[src/hbd_defines.svh]
// Constants for the half-bridge drive control block
`ifndef HBD_DEFINES_SVH
`define HBD_DEFINES_SVH
`define HBD_ID_PART_MSB     11
`define HBD_ID_PART_LSB     9
`define HBD_ID_GEN_MSB      8
`define HBD_ID_GEN_LSB      6
`define HBD_ID_SREV_MSB     5
`define HBD_ID_SREV_LSB     3
`define HBD_ID_MREV_MSB     2
`define HBD_ID_MREV_LSB     0
`define HBD_ID_PART_DEF     3'h5
`define HBD_ID_GEN_DEF      3'h1
`define HBD_ID_SREV_DEF     3'h0
`define HBD_ID_MREV_DEF     3'h0
`define HBD_TEST_WORD_DEF   12'hA5A
`define HBD_CTRL_RST        6'h00
`define HBD_SRC_RST         12'h000
`endif

[src/hbd_pkg.sv]
// Types shared by the half-bridge drive control block
package hbd_pkg;
    typedef enum logic [1:0] {
        HBD_GATE_OFF  = 2'b00,
        HBD_GATE_LOW  = 2'b01,
        HBD_GATE_HIGH = 2'b10
    } hbd_gate_type;
    typedef enum logic [1:0] {
        HBD_PWR_RESET   = 2'b00,
        HBD_PWR_REDUCED = 2'b01,
        HBD_PWR_FULL    = 2'b10
    } hbd_pwr_type;
endpackage

[src/hbd_core.sv]
// Half-bridge gate drive control and identification status word
`timescale 1ns/100ps
`include "hbd_defines.svh"
module hbd_core #(
    parameter int          NUM_BRIDGES = 6,
    parameter int          NUM_PWM     = 4,
    // Arbitrary identity fields, not tied to any product
    parameter logic [2:0]  ID_PART     = `HBD_ID_PART_DEF,
    parameter logic [2:0]  ID_GEN      = `HBD_ID_GEN_DEF,
    parameter logic [2:0]  ID_SREV     = `HBD_ID_SREV_DEF,
    parameter logic [2:0]  ID_MREV     = `HBD_ID_MREV_DEF,
    parameter logic [11:0] TEST_WORD   = `HBD_TEST_WORD_DEF
) (
    // Clock and reset
    input  wire logic                     clk_sys_i,
    input  wire logic                     rstn_i,
    // Staged settings from the serial decoder
    input  wire logic [NUM_BRIDGES-1:0]   enable_control_word_i,
    input  wire logic [NUM_BRIDGES-1:0]   polarity_control_word_i,
    input  wire logic [NUM_BRIDGES-1:0]   pulse_mode_control_word_i,
    input  wire logic [2*NUM_BRIDGES-1:0] pulse_source_control_word_i,
    input  wire logic                     driver_power_enable_i,
    input  wire logic                     test_mode_flag_i,
    input  wire logic                     sleep_i,
    // Serial chip select pin
    input  wire logic                     serial_chip_select_i,
    // PWM pins and output comparators
    input  wire logic [NUM_PWM-1:0]       pwm_i,
    input  wire logic [NUM_BRIDGES-1:0]   output_above_thr_i,
    // Gate control and pull-downs
    output logic [NUM_BRIDGES-1:0]        high_side_gate_output_o,
    output logic [NUM_BRIDGES-1:0]        low_side_gate_output_o,
    output logic [NUM_BRIDGES-1:0]        gate_pulldown_o,
    output logic                          charge_pump_en_o,
    output hbd_pkg::hbd_pwr_type          pwr_state_o,
    // Status words
    output logic [11:0]                   identification_status_word_o,
    output logic [11:0]                   output_level_status_word_o
);
    import hbd_pkg::*;

    // Identification value; a silicon bump restarts mask at zero
    localparam logic [11:0] ID_WORD = {ID_PART, ID_GEN, ID_SREV, ID_MREV};

    logic [1:0]               rst_sync_q;
    logic                     rst_n;
    logic [2:0]               cs_sync_q;
    logic                     cs_rise;
    logic [NUM_PWM-1:0]       pwm_s1_q;
    logic [NUM_PWM-1:0]       pwm_s2_q;
    logic [NUM_BRIDGES-1:0]   lvl_s1_q;
    logic [NUM_BRIDGES-1:0]   lvl_s2_q;
    logic [3:0]               ctl_s1_q;
    logic [3:0]               ctl_s2_q;
    logic [NUM_BRIDGES-1:0]   en_q;
    logic [NUM_BRIDGES-1:0]   pol_q;
    logic [NUM_BRIDGES-1:0]   pm_q;
    logic [2*NUM_BRIDGES-1:0] src_q;
    hbd_pwr_type              pwr_q;
    logic [NUM_BRIDGES-1:0]   hs_d;
    logic [NUM_BRIDGES-1:0]   ls_d;
    logic [NUM_BRIDGES-1:0]   hs_q;
    logic [NUM_BRIDGES-1:0]   ls_q;
    logic [NUM_BRIDGES-1:0]   pd_q;
    logic [11:0]              id_q;
    logic [11:0]              lvl_q;

    // Selected PWM level for one bridge; sharing is allowed
    function automatic logic pick_pwm(input logic [NUM_PWM-1:0] p,
                                      input logic [1:0] sel);
        pick_pwm = p[sel];
    endfunction

    // Silicon revision code as a letter; code 0 reads as A
    function automatic logic [7:0] srev_letter(input logic [2:0] code);
        srev_letter = 8'h41 + {5'h00, code};
    endfunction

    // Mask revision code as a level digit; code 0 reads as 0
    function automatic logic [7:0] mrev_digit(input logic [2:0] code);
        mrev_digit = 8'h30 + {5'h00, code};
    endfunction

    // Reset release through two flops
    always_ff @(posedge clk_sys_i or negedge rstn_i) begin
        if (!rstn_i) begin
            rst_sync_q <= 2'h0;
        end else begin
            rst_sync_q <= {rst_sync_q[0], 1'b1};
        end
    end
    assign rst_n = rst_sync_q[1];

    // Pin synchronisers; first stage feeds only the second
    always_ff @(posedge clk_sys_i or negedge rst_n) begin
        if (!rst_n) begin
            cs_sync_q <= 3'h7;
            pwm_s1_q  <= '0;
            pwm_s2_q  <= '0;
            lvl_s1_q  <= '0;
            lvl_s2_q  <= '0;
        end else begin
            cs_sync_q <= {cs_sync_q[1:0], serial_chip_select_i};
            pwm_s1_q  <= pwm_i;
            pwm_s2_q  <= pwm_s1_q;
            lvl_s1_q  <= output_above_thr_i;
            lvl_s2_q  <= lvl_s1_q;
        end
    end
    // Edge taken between synchronised stages only
    assign cs_rise = cs_sync_q[1] & ~cs_sync_q[2];

    // Loose control levels from another domain, double flopped
    always_ff @(posedge clk_sys_i or negedge rst_n) begin
        if (!rst_n) begin
            ctl_s1_q <= 4'h0;
            ctl_s2_q <= 4'h0;
        end else begin
            ctl_s1_q <= {sleep_i, test_mode_flag_i,
                         driver_power_enable_i, 1'b0};
            ctl_s2_q <= ctl_s1_q;
        end
    end

    // Settings latch on chip-select rise, not on PWM edges
    always_ff @(posedge clk_sys_i or negedge rst_n) begin
        if (!rst_n) begin
            en_q  <= `HBD_CTRL_RST;
            pol_q <= `HBD_CTRL_RST;
            pm_q  <= `HBD_CTRL_RST;
            src_q <= `HBD_SRC_RST;
        end else if (cs_rise) begin
            en_q  <= enable_control_word_i;
            pol_q <= polarity_control_word_i;
            pm_q  <= pulse_mode_control_word_i;
            src_q <= pulse_source_control_word_i;
        end
    end

    // Power state: reduced until enable set, back on clear or sleep
    always_ff @(posedge clk_sys_i or negedge rst_n) begin
        if (!rst_n) begin
            pwr_q <= HBD_PWR_RESET;
        end else if (ctl_s2_q[3] || !ctl_s2_q[1]) begin
            pwr_q <= HBD_PWR_REDUCED;
        end else begin
            pwr_q <= HBD_PWR_FULL;
        end
    end

    // Gate decision per bridge
    always_comb begin
        hs_d = '0;
        ls_d = '0;
        for (int b = 0; b < NUM_BRIDGES; b++) begin
            logic on;
            on = 1'b0;
            // Static mode keeps the chosen side on
            on = pm_q[b] ? pick_pwm(pwm_s2_q, src_q[2*b +: 2]) : 1'b1;
            if (en_q[b] && pwr_q == HBD_PWR_FULL) begin
                // Active side follows level, complement the reverse
                hs_d[b] = pol_q[b] ? on : (pm_q[b] & ~on);
                ls_d[b] = pol_q[b] ? (pm_q[b] & ~on) : on;
            end
        end
    end

    // Registered gate outputs; a cycle of lag hides decode glitches
    always_ff @(posedge clk_sys_i or negedge rst_n) begin
        if (!rst_n) begin
            hs_q <= '0;
            ls_q <= '0;
            pd_q <= '1;
        end else begin
            hs_q <= hs_d;
            ls_q <= ls_d;
            pd_q <= {NUM_BRIDGES{pwr_q != HBD_PWR_FULL}};
        end
    end

    // Status words: id or test format, output levels
    always_ff @(posedge clk_sys_i or negedge rst_n) begin
        if (!rst_n) begin
            id_q  <= ID_WORD;
            lvl_q <= 12'h000;
        end else begin
            // Fields fixed per die; mask field zero on each new die
            id_q <= ctl_s2_q[2] ? TEST_WORD
                  : {ID_PART, ID_GEN, ID_SREV, ID_MREV};
            lvl_q <= {{(12-NUM_BRIDGES){1'b0}}, lvl_s2_q};
        end
    end

    // Silicon code 0..7 reads as A..H, mask code 0..7 as level 0..7
    assign identification_status_word_o = id_q;
    assign output_level_status_word_o   = lvl_q;
    assign high_side_gate_output_o      = hs_q;
    assign low_side_gate_output_o       = ls_q;
    assign gate_pulldown_o              = pd_q;
    assign charge_pump_en_o             = (pwr_q == HBD_PWR_FULL);
    assign pwr_state_o                  = pwr_q;

    // Never both gates of one bridge on
    a_no_shoot: assert property (
        @(posedge clk_sys_i) disable iff (!rst_n)
        (hs_q & ls_q) == '0)
        else $error("both gates on");
    // Bridge 0 disabled in full power keeps both gates off
    a_en_off: assert property (
        @(posedge clk_sys_i) disable iff (!rst_n)
        $past(pwr_q) == HBD_PWR_FULL && !$past(en_q[0])
        |-> !hs_q[0] && !ls_q[0])
        else $error("disabled bridge on");
    // Pull-downs on and gates off whenever power is not full
    a_pd_reduced: assert property (
        @(posedge clk_sys_i) disable iff (!rst_n)
        pwr_q != HBD_PWR_FULL |=> pd_q == '1 && hs_q == '0 && ls_q == '0)
        else $error("gates not pulled down");
    // Enable without sleep reaches full power one edge later
    a_pwr_up: assert property (
        @(posedge clk_sys_i) disable iff (!rst_n)
        ctl_s2_q[1] && !ctl_s2_q[3] |=> pwr_q == HBD_PWR_FULL)
        else $error("full power not reached");
    // No full power while the enable is clear
    a_pwr_down: assert property (
        @(posedge clk_sys_i) disable iff (!rst_n)
        !ctl_s2_q[1] |=> pwr_q != HBD_PWR_FULL)
        else $error("full power without enable");
    // Pulse settings move only on a chip-select rise
    a_cs_latch: assert property (
        @(posedge clk_sys_i) disable iff (!rst_n)
        !cs_rise |=> $stable(pm_q) && $stable(src_q))
        else $error("setting moved off chip-select edge");
    // Static high side stays on
    a_static_on: assert property (
        @(posedge clk_sys_i) disable iff (!rst_n)
        pwr_q == HBD_PWR_FULL && en_q[0] && !pm_q[0] && pol_q[0]
        |=> hs_q[0])
        else $error("static high side off");
    // Low-side pulse follows the selected synchronised input
    a_pwm_follow: assert property (
        @(posedge clk_sys_i) disable iff (!rst_n)
        pwr_q == HBD_PWR_FULL && en_q[0] && pm_q[0] && !pol_q[0]
        |=> ls_q[0] == $past(pwm_s2_q[src_q[1:0]]))
        else $error("pwm not followed");
    // Test flag clear shows the identification value
    a_id_word: assert property (
        @(posedge clk_sys_i) disable iff (!rst_n)
        !ctl_s2_q[2] |=> identification_status_word_o ==
        {ID_PART, ID_GEN, ID_SREV, ID_MREV})
        else $error("id word wrong");
    // Test flag set shows the factory format
    a_test_word: assert property (
        @(posedge clk_sys_i) disable iff (!rst_n)
        ctl_s2_q[2] |=> identification_status_word_o == TEST_WORD)
        else $error("test word wrong");
    // Level bits track the synchronised comparators
    a_lvl_bits: assert property (
        @(posedge clk_sys_i) disable iff (!rst_n)
        ##1 output_level_status_word_o[NUM_BRIDGES-1:0] == $past(lvl_s2_q))
        else $error("level bits wrong");
    // Id word already holds the value as internal reset lifts
    a_id_reset: assert property (
        @(posedge clk_sys_i) disable iff (!rst_n)
        $rose(rst_n) |-> identification_status_word_o == ID_WORD)
        else $error("id word missing after reset");
    // Each field sits at its own position in the word
    a_id_fields: assert property (
        @(posedge clk_sys_i) disable iff (!rst_n)
        !ctl_s2_q[2] |=>
        identification_status_word_o[`HBD_ID_PART_MSB:`HBD_ID_PART_LSB]
            == ID_PART &&
        identification_status_word_o[`HBD_ID_GEN_MSB:`HBD_ID_GEN_LSB]
            == ID_GEN &&
        identification_status_word_o[`HBD_ID_SREV_MSB:`HBD_ID_SREV_LSB]
            == ID_SREV &&
        identification_status_word_o[`HBD_ID_MREV_MSB:`HBD_ID_MREV_LSB]
            == ID_MREV)
        else $error("id field misplaced");
    // Revision codes decode inside letters A-H and levels 0-7
    a_rev_codes: assert property (
        @(posedge clk_sys_i) disable iff (!rst_n)
        !ctl_s2_q[2] |=>
        srev_letter(id_q[5:3]) inside {[8'h41:8'h48]} &&
        mrev_digit(id_q[2:0]) inside {[8'h30:8'h37]})
        else $error("revision code out of range");
    // Reset leads into the reduced power state first
    a_reset_pwr: assert property (
        @(posedge clk_sys_i) disable iff (!rst_n)
        $rose(rst_n) |=> pwr_q == HBD_PWR_REDUCED)
        else $error("reduced power skipped");
    // Full power releases the pull-downs
    a_pd_full: assert property (
        @(posedge clk_sys_i) disable iff (!rst_n)
        pwr_q == HBD_PWR_FULL |=> pd_q == '0)
        else $error("pull-downs held in full power");
    // Sleep pulls every gate down two edges later
    a_sleep_off: assert property (
        @(posedge clk_sys_i) disable iff (!rst_n)
        ctl_s2_q[3] |=> ##1 pd_q == '1 && hs_q == '0)
        else $error("sleep left gates on");
    // No gate on for any disabled bridge
    a_en_all: assert property (
        @(posedge clk_sys_i) disable iff (!rst_n)
        ((hs_q | ls_q) & ~$past(en_q)) == '0)
        else $error("disabled bridge driven");
    // Polarity zero in static mode turns the low side on
    a_static_low: assert property (
        @(posedge clk_sys_i) disable iff (!rst_n)
        pwr_q == HBD_PWR_FULL && en_q[0] && !pm_q[0] && !pol_q[0]
        |=> ls_q[0] && !hs_q[0])
        else $error("static low side wrong");
    // High-side pulse on with input high, complement opposite
    a_pwm_high: assert property (
        @(posedge clk_sys_i) disable iff (!rst_n)
        pwr_q == HBD_PWR_FULL && en_q[0] && pm_q[0] && pol_q[0]
        |=> hs_q[0] == $past(pwm_s2_q[src_q[1:0]]) &&
        ls_q[0] == !$past(pwm_s2_q[src_q[1:0]]))
        else $error("high side pulse wrong");
    // Two bridges on one source switch together
    a_shared_src: assert property (
        @(posedge clk_sys_i) disable iff (!rst_n)
        pwr_q == HBD_PWR_FULL && en_q[1:0] == 2'h3 &&
        pm_q[1:0] == 2'h3 && pol_q[1] == pol_q[0] &&
        src_q[3:2] == src_q[1:0]
        |=> hs_q[1] == hs_q[0] && ls_q[1] == ls_q[0])
        else $error("shared source diverged");

    // Main scenarios
    c_full_pwr: cover property (@(posedge clk_sys_i)
        pwr_q == HBD_PWR_REDUCED ##1 pwr_q == HBD_PWR_FULL);
    c_pwm_high: cover property (@(posedge clk_sys_i)
        pm_q[0] && pol_q[0] && hs_q[0] ##1 !hs_q[0]);
    c_shared: cover property (@(posedge clk_sys_i)
        pm_q[1:0] == 2'h3 && src_q[1:0] == src_q[3:2] && ls_q[1:0] == 2'h3);
    c_test: cover property (@(posedge clk_sys_i)
        identification_status_word_o == TEST_WORD);
    c_sleep: cover property (@(posedge clk_sys_i)
        pwr_q == HBD_PWR_FULL ##1 ctl_s2_q[3]);
endmodule

[config.mk]
export PLATFORM = sky130hd
export DESIGN_NAME = hbd_core
export DESIGN_NICKNAME = d
export VERILOG_FILES = /design/src/hbd_pkg.sv /design/src/hbd_core.sv
export VERILOG_INCLUDE_DIRS = /design/src
export SDC_FILE = /design/constraint.sdc
export NUM_CORES = 1
export LEC_CHECK = 0
export BUFFER_PORTS_ARGS = -buffer_cell sky130_fd_sc_hd__clkbuf_2
export CELL_PAD_IN_SITES_DETAIL_PLACEMENT = 1
export CELL_PAD_IN_SITES_GLOBAL_PLACEMENT = 1
export CORE_MARGIN = 2
export CORE_UTILIZATION = 40
export CTS_CLUSTER_SIZE = 16
export DETAILED_ROUTE_END_ITERATION = 7
export PLACE_DENSITY_LB_ADDON = 0.15
export SETUP_SLACK_MARGIN = 0.05
export SYNTH_ARGS = -nofsm -noshare
export SYNTH_HDL_FRONTEND = slang
export SYNTH_SLANG_ARGS = --single-unit
[constraint.sdc]
create_clock -name clk_sys_i -period 3.5 [get_ports clk_sys_i]
set_clock_uncertainty 0.15 [all_clocks]
set_input_delay 0.175 -clock clk_sys_i [delete_from_list [all_inputs] [get_ports clk_sys_i]]
set_output_delay 0.175 -clock clk_sys_i [all_outputs]
set_load 0.05 [all_outputs]
Word level (Yosys, flattened, before mapping)
Cells that the tools add are included.
{ "op_classes": {"magnitude_cmp": 6, "n_eq_ne": 2, "mux": 44, "bitwise_logic": 14, "reduce_logical": 8} }
{ "op_table": {"columns": ["op", "count"], "rows": [
  ["$mux W1", 36],
  ["$lt A2 B3 Y1 const B", 6],
  ["$bmux W1 S2", 6],
  ["$and A1 B1 Y1", 7],
  ["$not A1 Y1", 7],
  ["$logic_and A1 B1 Y1", 6],
  ["$mux W5", 1],
  ["$eq A2 B2 Y1 const B", 1],
  ["$mux W2", 1],
  ["$ne A2 B2 Y1 const B", 1],
  ["$logic_not A1 Y1", 1],
  ["$logic_or A1 B1 Y1", 1]
]} }
{ "totals": {"register_bits": 94, "in_bits": 46, "output_inout_bits": 45, "elab_cells": 92} }

Logic depth before layout (Yosys ltp)
Gate-level depths: netlist of run 1.
{ "depth": {"ltp_word": 7, "ltp_mapped": 4, "ltp_nobuf": 3} }

Worst setup path after synthesis of run 1
OpenSTA, ideal clock, no wires.
{ "synth_path": {"kind": "register to register", "start": "register pwr_q[1] (netlist: pwr_state_o[1])", "end": "register hs_q[0] (netlist: high_side_gate_output_o[0])", "setup_time_ns": 0.079, "t_arrival_ns": 1.391, "required_time_ns": 3.271, "path_slack_ns": 1.880, "stages_incl_launch_ff": 5, "n_path_buf": 1, "synth_period_minus_slack_ns": 1.620, "path_cell_list": "dfrtp_1 -> nor2b_2 -> buf_4 -> nand3b_1 -> mux2i_1"} }
{ "synth_via": {"elab_chain_len": 3} }
{ "synth_lines": {"columns": ["element", "line_no", "rtl"], "rows": [
  ["from (decl)", "hbd_core.sv:59", "hbd_pwr_type pwr_q;"],
  ["from (signal assigned)", "hbd_core.sv:143", "pwr_q <= HBD_PWR_RESET;"],
  ["from (signal assigned)", "hbd_core.sv:145", "pwr_q <= HBD_PWR_REDUCED;"],
  ["from (signal assigned)", "hbd_core.sv:147", "pwr_q <= HBD_PWR_FULL;"],
  ["$eq A2 B2 Y1", null, null],
  ["via charge_pump_en_o", "hbd_core.sv:34", "output logic charge_pump_en_o,"],
  ["$logic_and A1 B1 Y1", "hbd_core.sv:160", "if (en_q[b] && pwr_q == HBD_PWR_FULL) begin"],
  ["$mux W1", "hbd_core.sv:160", null],
  ["via hs_d[0]", "hbd_core.sv:60", "logic [NUM_BRIDGES-1:0] hs_d;"],
  ["to (signal assigned)", "hbd_core.sv:175", "hs_q <= hs_d;"],
  ["to (decl)", "hbd_core.sv:62", "logic [NUM_BRIDGES-1:0] hs_q;"]
]} }
The timed path passes the listed nets, and every way through them passes these cells.
A chain may end at the register's enable or synchronous reset.

Worst setup path in the final report of run 1
{ "layout_path": {"start": "register pwr_q[0] (netlist: pwr_state_o[0])", "end": "output charge_pump_en_o"} }
{ "layout_via": {"elab_chain_len": 1} }
{ "layout_lines": {"columns": ["element", "line_no", "rtl"], "rows": [
  ["$eq A2 B2 Y1", "hbd_core.sv:200", "assign charge_pump_en_o = (pwr_q == HBD_PWR_FULL);"],
  ["to (decl)", "hbd_core.sv:34", null]
]} }
No other way between the ends.

==> results of run 1 <==
## final cells by class
type | instances | area share (%)
clock buffers | 11 | 3.34
flip-flops and latches | 83 | 49.3
well taps | 102 | 3.02
clock inverters | 5 | 1.45
inverters | 2 | 0.178
multi-input cells | 103 | 22.8
repair buffers | 122 | 19.9
## routing by layer
metal	vias up	global-route usage, %	wire (um)
li1	883	-	-
met1	956	16.7	2340
met2	63	24.7	3030
met3	7	4.51	342
met4	0	5.51	74
met5	-	0	0
## placed cells by master, fill, tap and decap left out, drive strengths merged, types with 2 or more instances in the layout
cell type     n
clkbuf       86
clkinv        3
conb         16
dfrtp        79
dfstp         4
dlygate4sd3  46
inv           3
mux2         42
mux2i        12
nand2         6
nand3         6
nand3b        6
nor2b         2
o22ai         6
or2b          6
## power by group through the flow
stage	sequential (mW)	clock, mW	combinational, mW
after CTS	1.11	0.716	0.335
after detailed placement	1.13	0	0.294
after global routing	1.12	0.757	0.354
after global placement	1.12	0	0.289
after floorplan	1.14	0	0.229
final	1.10	0.682	0.332
## sequential cells by signal, summed over array words and instances, names as in the netlist
register                      flops
cs_sync_q                         3
ctl_s1_q                          3
ctl_s2_q                          3
en_q                              6
gate_pulldown_o                   1
high_side_gate_output_o           6
identification_status_word_o      1
low_side_gate_output_o            6
lvl_s1_q                          6
lvl_s2_q                          6
output_level_status_word_o        6
pm_q                              6
pol_q                             6
pwm_s1_q                          4
pwm_s2_q                          4
pwr_state_o                       2
rst_sync_q                        2
src_q                            12
## cells by family (layout without fill, tap and decap cells)
logic type             Yosys count  count (layout)  synth area share [%]
buffers and inverters           28             140                  6.67
AND/OR/NAND/NOR                 27              27                  5.19
other                            2              16                 0.234
AO/OA/AOI/OAI                    6               6                  3.75
multiplexers                    54              54                  19.2
flip-flops                      83              83                  64.9
## how the worst min path moves through the flow
stage                               to
5_1_grt         cs_sync_q[1]$_DFF_PN1_
3_3_place_gp   rst_sync_q[0]$_DFF_PN0_
4_1_cts          ctl_s2_q[1]$_DFF_PN0_
6_report         lvl_s2_q[2]$_DFF_PN0_
3_5_place_dp   rst_sync_q[0]$_DFF_PN0_
2_1_floorplan  rst_sync_q[0]$_DFF_PN0_
==> run metrics, run 1 <==
FILL cells=775; Tmin final=2000 ps; cells after synthesis=200; async set-reset flop share out of synthesis=100%; Max H-tree Level=3; Post-synth top cells=dfrtp_1, mux2_2, buf_4; final hold slack=204 ps; WL/cell=13.5 um; clk_lat worst skew=340 ps; Total GRT Usage=14.4%; R2R depth=3; setup TNS=0 ps; initial antenna violation count=0; Die ar.=8750 sq um; postcts setup bufs=0; core footprint=7730 sq um; critical path startpoint category=flip-flop; endpoints failing setup=0; crit-path max cell delay=550 ps; Clk pwr share=32.2%; CTS Hold Bufs=46; layout net count=367; DP Area=3570 sq um; Tot Pwr=2.12 mW; GRT overflow=0; clock sink total=83; n_diodes=0; Worst-Margin Slew=1010 ps; Synth Flop Type=dfrtp_1; CTS Root Cell=clkbuf_8; CP Cell Sequence=nor2b_2 > clkbuf_2; fin. max-slew vios=0; DR DRC count=0; Layout Utilization=54.7%; top cells by area, synth=dfrtp_1, mux2_2, buf_4; Setup CP Type=reg -> out; # rows=32; Slew headroom=32.4%; CP Capture Type=output port; status=finished, final reports clean; Via Count=1,909; largest net degree at the start of global routing=82; Num CTS Buffers=9; cell count after placement=366; Synth area leader=dfrtp_1; Post-Route WL=5790 um; reg2reg setup slack=1820 ps; fin cells=428; initial core utilization=41.5%; Sw Share=26.3%; Leakage Power=1.97 nW; RR Endpoint=pm_q[4]$_DFFE_PN0P_; yosys warns=0; Power per Cell Area=501 nW/um^2; synthesized flop and latch total=83; area of the multi-input gates=962 sq um; Port-buffer cells=75; clock slew at reported path FFs=90 ps; Routed Antenna Nets=0; syn_area_per_cell=16.0 sq um; count leader, synth=dfrtp_1; Worst path depth=2; Max Cap Viol=0; EDFF count, synth=0; post-synthesis sequential area ratio=64.9%; crit path capture=charge_pump_en_o; period utilization=57.1%; Reg2Reg Launch Point=cs_sync_q[1]$_DFF_PN1_; gpl congestion=0.663; drt pass-1 iters=4; Min-Delay Path Class=reg -> reg; iteration-0 DRC count of the detailed router=72; Net Sw Power=558 uW; top cell type's share of synthesized area=61.7%; Die Ht=93.5 um; family with the most delay on the worst path=simple AND/OR/NAND/NOR gates; register area=2090 sq um; die width=93.5 um; Vias/cell=4.46; WP buf/inv=1; RSZ-0062 raised after global routing=no; vias in the first global route=1,991; Hold Fails Final Rpt=0; crit path max fanout=14; P&R area growth vs syn=31.9%; Crit. Startpoint=pwr_state_o[0]$_DFF_PN0_; Worst path slowest cell=nor2b_2; Worst EP required=3170 ps; Resized cells post-CTS=0; crit path DAT=1670 ps; final worst setup slack=1500 ps; Max VDD drop=0.280 mV; CTS tree=done; hold path depth=0; dpl hpwl=3690 um; Clock Path Buffers=2; first-pass GRT wire length=9450 um; f_max=0.500 GHz; post-route cell area=4230 sq um; Mapped Area=3210 sq um; Comb power frac=15.7%; # IOs=91; hold path start=lvl_s1_q[2]$_DFF_PN0_; distinct cell type count after synthesis=17; worst slack, placed=1830 ps; layout cells sized above 1=43.6%; Sequential Power Share=52.1%; internal power=1.56 mW
Note: power is estimated with default switching activity, not from simulation.
==> run 2, diff against run 1 <==
--- a/config.mk
+++ b/config.mk
@@ -6,6 +6,7 @@
 export SDC_FILE = /design/constraint.sdc
 export NUM_CORES = 1
 export LEC_CHECK = 0
+export ABC_AREA = 1
 export BUFFER_PORTS_ARGS = -buffer_cell sky130_fd_sc_hd__clkbuf_2
 export CELL_PAD_IN_SITES_DETAIL_PLACEMENT = 1
 export CELL_PAD_IN_SITES_GLOBAL_PLACEMENT = 1
==> constraint.sdc (replaced) <==
create_clock -name clk_sys_i -period 2.05 [get_ports clk_sys_i]
set_clock_uncertainty 0.15 [all_clocks]
set_input_delay 0.1025 -clock clk_sys_i [delete_from_list [all_inputs] [get_ports clk_sys_i]]
set_output_delay 0.1025 -clock clk_sys_i [all_outputs]
set_load 0.05 [all_outputs]
==> run 2 against run 1 <==
Clock power up 77%. Largest cell class unchanged. Power up 75%. Cell area up 3.1%.
==> run metrics, run 2 <==
Vias/cell=4.36 (was 4.46); adder-cell share of the synthesized area=0% (unchanged); mux share of post-synthesis cell area=5.45% (was 19.2%); Synth area leader=dfrtp_1 (unchanged); postcts setup bufs=0 (unchanged); Synth Flop Type=dfrtp_1 (unchanged); final worst setup slack=366 ps (was 1500 ps); commonest non-fill, non-tap cell in the layout=dfrtp_1 (unchanged); top cells by area, synth=dfrtp_1, nand2_1, mux2_4 (was dfrtp_1, mux2_2, buf_4); Max Cap Viol=0 (unchanged); first-pass GRT wire length=11,400 um (was 9450 um); xor and xnor fraction of the mapped netlist area=0% (unchanged); GRT overflow=0 (unchanged); Tmin final=1680 ps; yosys warns=0 (unchanged); CTS tree=done (unchanged); Most flops, register=src_q (unchanged); Max VDD drop=0.668 mV (was 0.280 mV); EDFF count, synth=0 (unchanged); drt pass-1 iters=4 (unchanged); Min-Delay Path Class=reg -> async (was reg -> reg); main combinational cell family by area after synthesis=simple AND/OR/NAND/NOR gates (was multiplexers); die width=94.9 um (was 93.5 um); Setup CP Type=reg -> reg (was reg -> out); WP buf/inv=1 (unchanged); RR Endpoint=en_q[1]$_DFFE_PN0P_ (was pm_q[4]$_DFFE_PN0P_); clock slew at reported path FFs=90 ps (about the same); Worst path slowest cell=dfstp_2 (was nor2b_2); Hold Fails Final Rpt=0 (unchanged); fin. max-slew vios=0 (unchanged); R2R depth=3 (unchanged); syn_area_per_cell=11.5 sq um (was 16.0 sq um); initial core utilization=40.8% (was 41.5%); WL/cell=12.9 um (was 13.5 um); period utilization=82.1%; Leakage Power=2.24 nW (was 1.97 nW); post-synthesis compound-gate area fraction=4.77% (was 3.75%); Mapped Area=3300 sq um (was 3210 sq um); worst slack, placed=358 ps (was 1830 ps); Port-buffer cells=75 (unchanged); FILL cells=920 (was 775); synthesized flop and latch total=83 (unchanged); core footprint=8090 sq um (was 7730 sq um); largest net degree at the start of global routing=46 (was 82); Die ar.=9000 sq um (was 8750 sq um); Crit. Startpoint=cs_sync_q[2]$_DFF_PN1_ (was pwr_state_o[0]$_DFF_PN0_); Power per Cell Area=850 nW/um^2 (was 501 nW/um^2); max FFs per register=12 (unchanged); critical path startpoint category=flip-flop (unchanged); # IOs=91 (unchanged); clock sink total=83 (unchanged); count leader, synth=dfrtp_1 (unchanged); dpl hpwl=4530 um (was 3690 um); reg2reg setup slack=370 ps (was 1820 ps); crit path capture=en_q[1]$_DFFE_PN0P_ (was charge_pump_en_o); Post-Route WL=6740 um (was 5790 um); P&R area growth vs syn=32.0% (was 31.9%); Slew headroom=56.4% (was 32.4%); CP Cell Sequence=inv_2 > nand2_4 > mux2_4 (was nor2b_2 > clkbuf_2); final hold slack=186 ps (was 204 ps); gpl congestion=0.706 (was 0.663); Worst EP required=2130 ps (was 3170 ps); most frequent cells in the layout=dfrtp_1, clkbuf_2, nand2_1, dlygate4sd3_1, nor2_1 (was dfrtp_1, clkbuf_2, dlygate4sd3_1, mux2_2, conb_1); Reg2Reg Launch Point=cs_sync_q[2]$_DFF_PN1_ (was cs_sync_q[1]$_DFF_PN1_); Resized cells post-CTS=0 (unchanged); CP Capture Type=flip-flop (was output port); Worst-Margin Slew=655 ps (was 1010 ps); f_max=0.594 GHz; vias in the first global route=2,473 (was 1,991); clk_lat worst skew=350 ps (was 340 ps); Routed Antenna Nets=0 (unchanged); post-synthesis sequential area ratio=63.0% (was 64.9%); status=finished, final reports clean (unchanged); initial antenna violation count=0 (unchanged); CTS Root Cell=clkbuf_8 (unchanged); Num CTS Buffers=9 (unchanged); crit-path max cell delay=530 ps (was 550 ps); layout cells sized above 1=38.7% (was 43.6%); Post-synth top cells=dfrtp_1, nand2_1, nor2_1 (was dfrtp_1, mux2_2, buf_4); Die Ht=94.9 um (was 93.5 um); # rows=33 (was 32); Post-Synth Simple-Gate Area=17.2% (was 5.19%); layout net count=460 (was 367); top cell type's share of synthesized area=59.8% (was 61.7%); Worst path depth=3 (was 2); crit path max fanout=41 (was 14); RSZ-0062 raised after global routing=no (unchanged); Via Count=2,284 (was 1,909); Max H-tree Level=3 (unchanged); crit path DAT=1770 ps (was 1670 ps); iteration-0 DRC count of the detailed router=42 (was 72); distinct cell type count after synthesis=18 (was 17); setup TNS=0 ps (unchanged); Total GRT Usage=16.8% (was 14.4%); DR DRC count=0 (unchanged); async set-reset flop share out of synthesis=100% (unchanged); family with the most delay on the worst path=flip-flops (was simple AND/OR/NAND/NOR gates); cells after synthesis=288 (was 200); n_diodes=0 (unchanged); endpoints failing setup=0 (unchanged); Clock Path Buffers=2 (unchanged)
run 2: changes by cell type in the layout (fill, tap and decap cells not counted), sizes merged, moves of 12 or more:
| cell | change |
|---|---|
| a21oi | +18 |
| mux2i | -12 |
| nand3 | +18 |
| nand2 | +61 |
| mux2 | -30 |
| inv | +24 |
| nor2 | +32 |
run 2: kinds of logic after synthesis:
family	after synthesis
and+or+nand+nor	123
muxes	12
AOI/OAI and AO/OA	18
other	2
buffers and inverters	50
DFF	83
run 2: final cells by class:
class / instances / area (sq um) / area share (%)
multi-input combinational: 169 / 965 / 22.1
clock inverter: 7 / 81.3 / 1.86
timing repair buffer: 128 / 888 / 20.4
clock buffer: 9 / 124 / 2.84
tap: 105 / 131 / 3.01
inverter: 23 / 86.3 / 1.98
sequential: 83 / 2090 / 47.8
run 2: what timing repair did:
item	in CTS	in global routing
hold buffers	46	0
hold endpoints to repair	46	0
setup endpoints to repair	0	0
run 2: how the worst min path moves through the flow:
stage,from,to,slack [ps],cells past startpoint
3_3_place_gp,rstn_i,rst_sync_q[0]$_DFF_PN0_,-260,1
3_5_place_dp,rstn_i,rst_sync_q[0]$_DFF_PN0_,-260,1
6_report,rst_sync_q[1]$_DFF_PN0_,en_q[0]$_DFFE_PN0P_,190,0
2_1_floorplan,rstn_i,rst_sync_q[0]$_DFF_PN0_,-340,0
4_1_cts,pwm_s1_q[3]$_DFF_PN0_,pwm_s2_q[3]$_DFF_PN0_,200,0
5_1_grt,lvl_s1_q[0]$_DFF_PN0_,lvl_s2_q[0]$_DFF_PN0_,200,0
run 2: per-layer routing:
metal / part of all wire, % / track usage [%]
met5: 0 / 0
met4: 0.79 / 3.62
met3: 4.5 / 5.51
met2: 56 / 30.9
met1: 39 / 18.9
run 2: report_power, final:
group	internal (mW)	leakage, nW	total [mW]	switching (mW)
Combinational	0.259	1.16	0.631	0.372
Sequential	1.76	0.976	1.87	0.104
Clock	0.584	0.107	1.21	0.623
Total	2.61	2.24	3.71	1.10
run 2: through the flow:
stage | utilization, % | area [sq um] | power [mW] | std cells
after global routing | 53.9 | 4360 | 3.94 | 524
final | 53.9 | 4360 | 3.71 | 524
after global placement | 45.7 | 3700 | 2.44 | 462
after detailed placement | 45.7 | 3700 | 2.47 | 462
after CTS | 53.9 | 4360 | 3.78 | 524
after floorplan | - | 3360 | 2.35 | 302
==> run 3, diff against run 2 <==
--- a/config.mk
+++ b/config.mk
@@ -6,7 +6,7 @@
 export SDC_FILE = /design/constraint.sdc
 export NUM_CORES = 1
 export LEC_CHECK = 0
-export ABC_AREA = 1
+export ABC_AREA = 0
 export BUFFER_PORTS_ARGS = -buffer_cell sky130_fd_sc_hd__clkbuf_2
 export CELL_PAD_IN_SITES_DETAIL_PLACEMENT = 1
 export CELL_PAD_IN_SITES_GLOBAL_PLACEMENT = 1
==> constraint.sdc (replaced) <==
create_clock -name clk_sys_i -period 1.7 [get_ports clk_sys_i]
set_clock_uncertainty 0.15 [all_clocks]
set_input_delay 0.085 -clock clk_sys_i [delete_from_list [all_inputs] [get_ports clk_sys_i]]
set_output_delay 0.085 -clock clk_sys_i [all_outputs]
set_load 0.05 [all_outputs]
==> run 3 against run 2 <==
Critical path depth stayed put. Largest power group unchanged. Global-route usage is 1.4 points lower. Worst setup slack worse by 220 ps.
==> run metrics, run 3 (synthesized netlist as in run 1, its figures left out) <==
status=finished, final reports clean (unchanged); crit path max fanout=9 (was 41); Port-buffer cells=75 (unchanged); Leakage Power=2.01 nW (was 2.24 nW); Routed Antenna Nets=0 (unchanged); RSZ-0062 raised after global routing=no (unchanged); P&R area growth vs syn=34.8% (was 32.0%); n_diodes=0 (unchanged); WP buf/inv=1 (unchanged); Min-Delay Path Class=reg -> async (unchanged); first-pass GRT wire length=10,000 um (was 11,400 um); period utilization=91.4% (was 82.1%); GRT overflow=0 (unchanged); max FFs per register=12 (unchanged); setup TNS=0 ps (unchanged); vias in the first global route=2,082 (was 2,473); clock sink total=83 (unchanged); CTS Root Cell=clkbuf_8 (unchanged); internal power=3.47 mW (was 2.61 mW); gpl congestion=0.647 (was 0.706); Most flops, register=src_q (unchanged); Tot Pwr=4.65 mW (was 3.71 mW); CP Cell Sequence=nor2b_2 > buf_4 > mux2_2 (was inv_2 > nand2_4 > mux2_4); Die Ht=93.5 um (was 94.9 um); Worst EP required=1780 ps (was 2130 ps); Comb power frac=15.5% (was 17.0%); DR DRC count=0 (unchanged); family with the most delay on the worst path=flip-flops (unchanged); Vias/cell=4.46 (was 4.36); initial antenna violation count=0 (unchanged); Tmin final=1550 ps (was 1680 ps); Crit. Startpoint=cs_sync_q[1]$_DFF_PN1_ (was cs_sync_q[2]$_DFF_PN1_); Sequential Power Share=48.5% (was 50.4%); endpoints failing setup=0 (unchanged); initial core utilization=41.5% (was 40.8%); f_max=0.644 GHz (was 0.594 GHz); Die ar.=8750 sq um (was 9000 sq um); largest net degree at the start of global routing=40 (was 46); most frequent cells in the layout=dfrtp_1, clkbuf_2, dlygate4sd3_1, mux2_2, conb_1 (was dfrtp_1, clkbuf_2, nand2_1, dlygate4sd3_1, nor2_1); drt pass-1 iters=4 (unchanged); worst slack, placed=153 ps (was 358 ps); WL/cell=14.3 um (was 12.9 um); Reg2Reg Launch Point=cs_sync_q[1]$_DFF_PN1_ (was cs_sync_q[2]$_DFF_PN1_); Max VDD drop=0.596 mV (was 0.668 mV); Num CTS Buffers=9 (unchanged); CP Capture Type=flip-flop (unchanged); CTS tree=done (unchanged); final worst setup slack=146 ps (was 366 ps); Post-Route WL=6180 um (was 6740 um); clock slew at reported path FFs=80 ps (was 90 ps); fin. max-slew vios=0 (unchanged); Setup CP Type=reg -> reg (unchanged); Hold Fails Final Rpt=0 (unchanged); iteration-0 DRC count of the detailed router=50 (was 42); # IOs=91 (unchanged); Total GRT Usage=15.4% (was 16.8%); layout cells sized above 1=44.4% (was 38.7%); Worst path slowest cell=dfstp_2 (unchanged); commonest non-fill, non-tap cell in the layout=dfrtp_1 (unchanged); Max Cap Viol=0 (unchanged); Max H-tree Level=3 (unchanged); Clock Path Buffers=2 (unchanged); clk_lat worst skew=340 ps (was 350 ps); dpl hpwl=3920 um (was 4530 um); crit-path max cell delay=530 ps (about the same); # rows=32 (was 33); Net Sw Power=1.18 mW (was 1.10 mW); Sw Share=25.4% (was 29.7%); die width=93.5 um (was 94.9 um); crit path DAT=1630 ps (was 1770 ps); Via Count=1,922 (was 2,284); core footprint=7730 sq um (was 8090 sq um); critical path startpoint category=flip-flop (unchanged); Clk pwr share=36.0% (was 32.6%); final hold slack=81.5 ps (was 186 ps); Power per Cell Area=1080 nW/um^2 (was 850 nW/um^2); Layout Utilization=55.9% (was 53.9%); layout net count=371 (was 460)
==> run 3: worst paths after layout <==
| kind | to | slack, ps | cells past startpoint |
|---|---|---|---|
| setup / recovery | src_q[4]$_DFFE_PN0P_ | 150 | 3 |
| hold / removal | ctl_s2_q[2]$_DFF_PN0_ | 80 | 0 |
| setup reg to reg | src_q[4]$_DFFE_PN0P_ | 150 | 3 |
| hold reg to reg | ctl_s2_q[2]$_DFF_PN0_ | 80 | 0 |
| max in group asynchronous | cs_sync_q[2]$_DFF_PN1_ | 750 | 1 |
| min in group clk_sys_i | lvl_s2_q[2]$_DFF_PN0_ | 200 | 0 |
==> run 3: layer usage <==
| layer | track usage, % | wire, um | up-vias |
|---|---|---|---|
| li1 | - | - | 895 |
| met1 | 18.2 | 2550 | 963 |
| met2 | 26.4 | 3250 | 57 |
| met3 | 3.87 | 288 | 7 |
| met4 | 7.35 | 91 | 0 |
| met5 | 0 | 0 | - |
==> run 3: area by class of cell <==
| type | count | area [sq um] |
|---|---|---|
| Sequential cell | 83 | 2090 |
| Tap cell | 102 | 128 |
| Multi-Input combinational cell | 103 | 962 |
| Fill cell | 778 | 3410 |
| Clock buffer | 9 | 124 |
| Clock inverter | 6 | 114 |
| Timing Repair Buffer | 126 | 901 |
| Inverter | 2 | 7.51 |
==> run 3: timing repair <==
| item | CTS | global route |
|---|---|---|
| buffers inserted | 0 | 0 |
| endpoints found under the setup margin | 0 | 1 |
| endpoints found under the hold margin | 46 | 0 |
| hold buffers | 46 | 0 |
| gates resized for setup | 0 | 2 |
==> run 3: per-stage QoR <==
step | cells | area [sq um]
floorplan | 214 | 3260
finish | 431 | 4320
CTS | 431 | 4320
detailed placement | 370 | 3620
global route | 431 | 4320
global placement | 370 | 3620
==> run 3: power by group through the flow <==
stage                     combinational, mW  sequential [mW]  clock [mW]
after floorplan                       0.472             2.34           0
after global placement                0.634             2.29           0
after detailed placement              0.645             2.30           0
after CTS                             0.729             2.26        1.73
after global routing                  0.771             2.29        1.81
final                                 0.723             2.26        1.67
